<file path="src/hdl/cpr_pkg.sv">
// package: register map, field layout and carrier types of the result register bank
package cpr_pkg;

  localparam logic [7:0] ADDR_ANALOG_CONTROL       = 8'h0F;
  localparam logic [7:0] ADDR_PART_CODE            = 8'h12;
  localparam logic [7:0] ADDR_DEVICE_FLAGS         = 8'h13;
  localparam logic [7:0] ADDR_BROADBAND_COUNT_LOW  = 8'h14;
  localparam logic [7:0] ADDR_BROADBAND_COUNT_HIGH = 8'h15;
  localparam logic [7:0] ADDR_RED_COUNT_LOW        = 8'h16;
  localparam logic [7:0] ADDR_RED_COUNT_HIGH       = 8'h17;
  localparam logic [7:0] ADDR_GREEN_COUNT_LOW      = 8'h18;
  localparam logic [7:0] ADDR_GREEN_COUNT_HIGH     = 8'h19;
  localparam logic [7:0] ADDR_BLUE_COUNT_LOW       = 8'h1A;
  localparam logic [7:0] ADDR_BLUE_COUNT_HIGH      = 8'h1B;
  localparam logic [7:0] ADDR_NEARNESS_COUNT_LOW   = 8'h1C;
  localparam logic [7:0] ADDR_NEARNESS_COUNT_HIGH  = 8'h1D;

  localparam int         NUM_CHANNELS              = 5;
  localparam logic [7:0] ANALOG_CONTROL_RESET      = 8'h00;
  localparam logic [7:0] UNMAPPED_READ_VALUE       = 8'h00;
  // arbitrary neutral identification value
  localparam logic [7:0] PART_CODE_DEFAULT         = 8'h5A;

  // flag byte bit positions
  localparam int FLAG_NEARNESS_IRQ   = 5;
  localparam int FLAG_COLOUR_IRQ     = 4;
  localparam int FLAG_NEARNESS_VALID = 1;
  localparam int FLAG_COLOUR_VALID   = 0;

  typedef enum logic [1:0] {
    CPR_DRIVE_100MA = 2'b00,
    CPR_DRIVE_50MA  = 2'b01,
    CPR_DRIVE_25MA  = 2'b10,
    CPR_DRIVE_12MA5 = 2'b11
  } cpr_led_sink_strength_t;

  typedef enum logic [1:0] {
    CPR_DIODE_RESERVED  = 2'b00,
    CPR_DIODE_BROADBAND = 2'b01,
    CPR_DIODE_SECOND    = 2'b10,
    CPR_DIODE_BOTH      = 2'b11
  } cpr_nearness_diode_select_t;

  typedef enum logic [1:0] {
    CPR_GAIN_1X  = 2'b00,
    CPR_GAIN_4X  = 2'b01,
    CPR_GAIN_16X = 2'b10,
    CPR_GAIN_60X = 2'b11
  } cpr_colour_gain_select_t;

  // control byte layout, msb first
  typedef struct packed {
    cpr_led_sink_strength_t     led_sink_strength;
    cpr_nearness_diode_select_t nearness_diode_select;
    logic [1:0]                 reserved;
    cpr_colour_gain_select_t    colour_gain_select;
  } cpr_analog_control_t;

  // register access from the serial front end
  typedef struct packed {
    logic       rd_stb;
    logic       wr_stb;
    logic [7:0] addr;
    logic [7:0] wdata;
  } cpr_reg_req_t;

  // measurement core state shown in the flag byte
  typedef struct packed {
    logic nearness_irq_flag;
    logic colour_irq_flag;
    logic nearness_result_valid;
    logic colour_result_valid;
  } cpr_core_flags_t;

endpackage : cpr_pkg

</file>
<file path="src/hdl/cpr_result_pair.sv">
// file: one 16-bit result with its own high byte shadow latch
`timescale 1ns/1ps

module cpr_result_pair #(
  parameter int WIDTH = 16
) (
  input  wire logic             core_clk,
  input  wire logic             rst_n,
  input  wire logic [WIDTH-1:0] result,
  input  wire logic             low_read,
  output logic [7:0]            low_byte,
  output logic [7:0]            high_byte
);

  typedef struct packed {
    logic [7:0] shadow;
  } cpr_pair_state_t;

  cpr_pair_state_t state_reg;
  cpr_pair_state_t state_next;

  always_comb begin
    state_next = state_reg;
    if (low_read) begin
      state_next.shadow = result[WIDTH-1 -: 8];
    end
  end

  always_ff @(posedge core_clk) begin
    if (!rst_n) begin
      state_reg <= '0;
    end else begin
      state_reg <= state_next;
    end
  end

  assign low_byte  = result[7:0];
  // later result updates never reach the latch until the next low read
  assign high_byte = state_reg.shadow;

endmodule : cpr_result_pair

</file>
<file path="src/hdl/cpr_result_regs.sv">
// file: analog control, part code, flag byte and result register bank
`timescale 1ns/1ps

// How it works
// - control bits 7:6 choose led sink strength 100, 50, 25 or 12.5 mA for codes 00 to 11.
// - control bits 1:0 choose colour gain 1x, 4x, 16x or 60x for codes 00 to 11.
// - control bits 5:4 choose the nearness diode, 01 broadband, 10 second, 11 both, 00 reserved.
// - an 8-bit part code sits at 0x12, read only, and writes leave it unchanged.
// - the flag byte at 0x13 shows internal state, is read only, and bits 7:6 and 3:2 read zero.
// - flag bit 5 shows a pending nearness interrupt and bit 4 a pending colour interrupt.
// - flag bit 1 is set once a cycle has completed since the nearness function was switched on.
// - flag bit 0 is set once the colour channels have completed an integration.
// - clear, red, green and blue results are 16-bit low/high pairs at 0x14 to 0x1B.
// - the nearness result is a 16-bit pair with low byte at 0x1C and high byte at 0x1D.
// - reading a low byte copies that result's upper eight bits into a shadow latch for the high read.
// - the high read returns the latched value even if the result changes between the two reads.
module cpr_result_regs #(
  parameter logic [7:0] PART_CODE = cpr_pkg::PART_CODE_DEFAULT,
  parameter int         RES_W     = 16
) (
  input  wire logic                         core_clk,
  input  wire logic                         rst_n,
  input  wire cpr_pkg::cpr_reg_req_t        reg_req,
  output logic [7:0]                        reg_rdata,
  output logic                              reg_rvalid,
  input  wire cpr_pkg::cpr_core_flags_t     core_flags,
  input  wire logic [RES_W-1:0]             broadband_result,
  input  wire logic [RES_W-1:0]             red_result,
  input  wire logic [RES_W-1:0]             green_result,
  input  wire logic [RES_W-1:0]             blue_result,
  input  wire logic [RES_W-1:0]             nearness_result,
  output cpr_pkg::cpr_led_sink_strength_t     led_sink_strength,
  output cpr_pkg::cpr_nearness_diode_select_t nearness_diode_select,
  output cpr_pkg::cpr_colour_gain_select_t    colour_gain_select
);

  // ****************************************************************
  // state
  // ****************************************************************
  typedef struct packed {
    cpr_pkg::cpr_analog_control_t control;
    logic [7:0]                   rdata;
    logic                         rvalid;
  } cpr_bank_state_t;

  cpr_bank_state_t state_reg;
  cpr_bank_state_t state_next;

  logic [RES_W-1:0] results   [cpr_pkg::NUM_CHANNELS];
  logic [7:0]       low_bytes [cpr_pkg::NUM_CHANNELS];
  logic [7:0]       high_bytes[cpr_pkg::NUM_CHANNELS];
  logic [cpr_pkg::NUM_CHANNELS-1:0] low_reads;
  logic [7:0]       flag_byte;

  assign results[0] = broadband_result;
  assign results[1] = red_result;
  assign results[2] = green_result;
  assign results[3] = blue_result;
  assign results[4] = nearness_result;

  // ****************************************************************
  // result pairs
  // ****************************************************************
  // one latch per pair: costs 40 flops but keeps interleaved reads safe
  genvar ch;
  generate
    for (ch = 0; ch < cpr_pkg::NUM_CHANNELS; ch++) begin : g_pair
      assign low_reads[ch] = reg_req.rd_stb &&
        (reg_req.addr == 8'(cpr_pkg::ADDR_BROADBAND_COUNT_LOW + 2 * ch));
      cpr_result_pair #(
        .WIDTH (RES_W)
      ) u_pair (
        .core_clk  (core_clk),
        .rst_n     (rst_n),
        .result    (results[ch]),
        .low_read  (low_reads[ch]),
        .low_byte  (low_bytes[ch]),
        .high_byte (high_bytes[ch])
      );
    end
  endgenerate

  // ****************************************************************
  // flag byte
  // ****************************************************************
  always_comb begin
    flag_byte = 8'h00;
    flag_byte[cpr_pkg::FLAG_NEARNESS_IRQ]   = core_flags.nearness_irq_flag;
    flag_byte[cpr_pkg::FLAG_COLOUR_IRQ]     = core_flags.colour_irq_flag;
    flag_byte[cpr_pkg::FLAG_NEARNESS_VALID] = core_flags.nearness_result_valid;
    flag_byte[cpr_pkg::FLAG_COLOUR_VALID]   = core_flags.colour_result_valid;
  end

  // ****************************************************************
  // access decode
  // ****************************************************************
  always_comb begin
    state_next        = state_reg;
    state_next.rvalid = reg_req.rd_stb;
    if (reg_req.wr_stb && reg_req.addr == cpr_pkg::ADDR_ANALOG_CONTROL) begin
      // reserved bits stored as written; the host keeps them zero
      state_next.control = cpr_pkg::cpr_analog_control_t'(reg_req.wdata);
    end
    // writes to part code, flags and results fall through: read only
    if (reg_req.rd_stb) begin
      unique case (reg_req.addr)
        cpr_pkg::ADDR_ANALOG_CONTROL:       state_next.rdata = state_reg.control;
        cpr_pkg::ADDR_PART_CODE:            state_next.rdata = PART_CODE;
        cpr_pkg::ADDR_DEVICE_FLAGS:         state_next.rdata = flag_byte;
        cpr_pkg::ADDR_BROADBAND_COUNT_LOW:  state_next.rdata = low_bytes[0];
        cpr_pkg::ADDR_BROADBAND_COUNT_HIGH: state_next.rdata = high_bytes[0];
        cpr_pkg::ADDR_RED_COUNT_LOW:        state_next.rdata = low_bytes[1];
        cpr_pkg::ADDR_RED_COUNT_HIGH:       state_next.rdata = high_bytes[1];
        cpr_pkg::ADDR_GREEN_COUNT_LOW:      state_next.rdata = low_bytes[2];
        cpr_pkg::ADDR_GREEN_COUNT_HIGH:     state_next.rdata = high_bytes[2];
        cpr_pkg::ADDR_BLUE_COUNT_LOW:       state_next.rdata = low_bytes[3];
        cpr_pkg::ADDR_BLUE_COUNT_HIGH:      state_next.rdata = high_bytes[3];
        cpr_pkg::ADDR_NEARNESS_COUNT_LOW:   state_next.rdata = low_bytes[4];
        cpr_pkg::ADDR_NEARNESS_COUNT_HIGH:  state_next.rdata = high_bytes[4];
        default:                            state_next.rdata = cpr_pkg::UNMAPPED_READ_VALUE;
      endcase
    end
  end

  always_ff @(posedge core_clk) begin
    if (!rst_n) begin
      state_reg         <= '0;
      state_reg.control <= cpr_pkg::cpr_analog_control_t'(cpr_pkg::ANALOG_CONTROL_RESET);
    end else begin
      state_reg <= state_next;
    end
  end

  // ****************************************************************
  // outputs
  // ****************************************************************
  assign reg_rdata             = state_reg.rdata;
  assign reg_rvalid            = state_reg.rvalid;
  assign led_sink_strength     = state_reg.control.led_sink_strength;
  assign nearness_diode_select = state_reg.control.nearness_diode_select;
  assign colour_gain_select    = state_reg.control.colour_gain_select;

endmodule : cpr_result_regs

</file>
<file path="config.mk">
export PLATFORM = sky130hd
export DESIGN_NAME = cpr_result_regs
export DESIGN_NICKNAME = d
export VERILOG_FILES = /design/src/hdl/cpr_pkg.sv /design/src/hdl/cpr_result_pair.sv /design/src/hdl/cpr_result_regs.sv
export SDC_FILE = /design/constraint.sdc
export NUM_CORES = 1
export LEC_CHECK = 0
export ABC_AREA = 1
export BUFFER_PORTS_ARGS = -buffer_cell sky130_fd_sc_hd__buf_2
export CAP_MARGIN = 40
export CELL_PAD_IN_SITES_DETAIL_PLACEMENT = 2
export CELL_PAD_IN_SITES_GLOBAL_PLACEMENT = 2
export CORE_MARGIN = 4
export CORE_UTILIZATION = 25
export CTS_CLUSTER_SIZE = 24
export DETAILED_ROUTE_END_ITERATION = 6
export GPL_TIMING_DRIVEN = 0
export PLACE_DENSITY_LB_ADDON = 0.12
export SETUP_SLACK_MARGIN = 0.1
export SLEW_MARGIN = 20
export SYNTH_ARGS = -nofsm -noshare
export SYNTH_HDL_FRONTEND = slang
export SYNTH_SLANG_ARGS = --single-unit
</file>
<file path="constraint.sdc">
create_clock -name core_clk -period 1.4 [get_ports core_clk]
set_input_delay 0.07 -clock core_clk [delete_from_list [all_inputs] [get_ports core_clk]]
set_output_delay 0.07 -clock core_clk [all_outputs]
set_load 0.01 [all_outputs]
</file>
==> results.md <==
- Synth Area in Adders: 0
- Pre-antenna DRT Iters: 4
- # rows: 41
- Slew Limit Fails: 0
- Yosys warnings: 0
- Via count: 3682
- Crit path arrival time: roughly 1500 ps
- Area growth syn-to-layout: 37.81%
- Non-filler cells, final: 811
- Die width: ~120 um
- Global route hottest layer: met2
- Core ar.: 12620 um2
- Yosys reg bits: 57
- WL/cell: 17.42 um
- Max reg flops: 40
- Largest fanout on the critical path: 10
- Sequential fraction of the synthesis area: 0.3547
- GP Congestion: 0.8560
- Multi-input logic area: between 1500 and 2000 um2
- Worst setup margin: 165.5 ps
- WHS: 9.616 ps
- Met3 Use GR: 0.04009
- Root Driver: clkbuf_16
- Fillers: 1580
- Synthesized area per cell: 6.473 um2
- Final min period: 1235 ps
- Mapped cell area: 3217 um2
- Max incr delay on CP: 250 ps
- Syn_nets: ~600
- Worst Tran Pin Value: 641.3 ps
- Post-Synth XOR/XNOR Area: 0
- Top-area cell type share of the netlist area: 0.3547
- Cell count after synthesis: 497
- Hold Vio Cnt, Final: 0
- # placed instances: 786
- Startpoint types: input port
- Layout net count: 738
- Share of cells above drive strength 1: 0.3099
- Clock transition at path regs: ~50 ps
- Global-route wire length before repair: 22030 um
- ANT nets after route: 0
- Post-place setup slack: -467.1 ps
- Overall Global Routing Usage: 0.2003
- Pwr/cell area: 964.9 nW/um2
- Die Area: 14750 um2
- Hpwl dp: around 11000 um
- Met1 usage in global routing: 0.2501
- Pin count of the biggest net entering global routing: 11
- RSZ-0062 raised after global routing: yes
- Chip height: 121.4 um
- Simple-gate share of the synthesized area: 0.3874
- Max Cap Viol: 0
- CP dominant cell by count: nand2_1
- Tot Pwr: roughly 4.3 mW
- CTS buffer count: 9
- Main combinational cell family by area after synthesis: simple AND/OR/NAND/NOR gates
- Crit path cell chain: buf_2, inv_2, nor2_4, nand2_2, nor2_4, buf_6, nand2_1, nand2_1, nor2_1, nand3_1, nand2_1, a21oi_2
- Number of global-route vias before repair: around 4200
- Fin util: 0.3513
- VDD IR max: 490.6 uV
- Multiplexer share of the synthesized area: 0
- # diodes: 0
- Leading area contributor after synthesis: dfxtp_1
- Worst slew margin: 0.5725
- Cell variety after synth: 21
- Compound-Gate Fraction of Synth Area: 0.1385
- Max clock buf depth: 2
- CTS tree: yes
- Status: completed
- Worst Path Buf+Inv: 3
- Total clock sinks: 57
- Io pins: 119
- Final setup vio count: 0
- Most frequent cells in the layout: nand2_1 (146), buf_2 (119), nand3_1 (70)
- Reg area: approximately 1100 um2
- Worst-Skew Late Latency: 340 ps
- Worst min path class: in2reg
- Buffers added on ports: 117
- Worst Setup End Kind: register
- Leading post-synthesis cells by cell area: dfxtp_1 (35%), nand2_1 (17%), nand3_1 (11%), a21oi_1 (8.1%), nor2_1 (4.3%)
- Critical path class: in2reg
- Worst Reg-to-Reg Cells: 6
- Total Wirelength: 14130 um
- CP max-delay cell: nor2_4
- Overflow after GRT: 0
- Final Cycle Share: 0.8818
- DRC: 0
- Initial antenna violation count: 0
- Initial Util: 0.2549
- P_leak: 1.966 nW
- H-tree Lvls: 3
- Vias/cell: 4.540
- Clock Skew: approximately 6.4 ps
- Worst path top cell family by delay: simple AND/OR/NAND/NOR gates
- Commonest non-fill, non-tap cell in the layout: nand2_1
- Hold Path Depth: 3
- Crit path required time: 1670 ps
- Starting DRT DRC Count: 167
- Fmax: 810.0 MHz
- Grt met2 use: 0.3527
- WP depth: 12
==> per-stage QoR <==
stage | TNS (ps) | cell area, um2
5_1_grt | 0 | 4433
6_report | 0 | 4433
3_5_place_dp | -11270 | 4018
2_1_floorplan | 0 | 3217
4_1_cts | 0 | 4387
3_3_place_gp | -9127 | 4018
==> what timing repair did <==
item / in CTS / in global routing
endpoints found under the hold margin: 6 / 0
resized for setup: 2 / 7
setup buffers: 0 / 3
endpoints found under the setup margin: 16 / 20
pin swaps: 0 / 1
hold buffers: 6 / 0
==> worst reg2reg max path, delay by kind of cell, from the launching register on <==
family           cells  cell delay [ps]
AO/OA/AOI/OAI        1               50
flip-flops           1              310
AND/OR/NAND/NOR      5              590
==> synthesized netlist by cell type <==
cell and instances:
clkbuf_1 8, inv_1 36, o21ai_0 24, o21ai_1 6
nand2_4 1, nand2_1 147, inv_4 1, a21oi_1 52
nor2_4 8, nand2_2 10, nor2_2 5, nor2_1 37
a21oi_2 4, nand3_2 1, dfxtp_1 57, nand3_1 70
buf_6 6, buf_2 2, inv_2 7, buf_1 1
buf_4 14
==> cell families after synthesis <==
group | after synthesis
compound gates | 86
buf+inv | 75
flops | 57
simple gates | 279
==> routing by layer <==
layer | routed length (um) | part of all wire | up-vias
met2 | 7085 | 0.50 | 81
met1 | 6358 | 0.45 | 1731
met3 | 535 | 0.038 | 14
met5 | 0 | 0 | -
li1 | - | - | 1856
met4 | 148 | 0.010 | 0
==> where the power goes <==
group	switching (mW)	leakage (nW)	internal, mW
logic	0.218	1.36	0.158
registers	0.00223	0.459	1.63
clock network	0.798	0.149	1.47
==> final timing paths <==
check	start	endpoint	slack (ps)
worst max-delay path	reg_req[12]	reg_rdata[0]	170
worst min-delay path	green_result[12]	g_pair[2].u_pair.high_byte[4]	10
worst max register to register	g_pair[2].u_pair.high_byte[3]	reg_rdata[3]	310
worst min register to register	state_reg[12]	state_reg[12]	450
==> final cells by class <==
class,instances,share of cell area
clock inverters,4,0.01157
plain buffers,31,0.04939
inverters,44,0.03782
multi-input cells,365,0.3867
well taps,172,0.04855
repair buffers,126,0.1507
flip-flops and latches,57,0.2574
clock buffers,12,0.05786
Power figures use the tool's default switching activity.
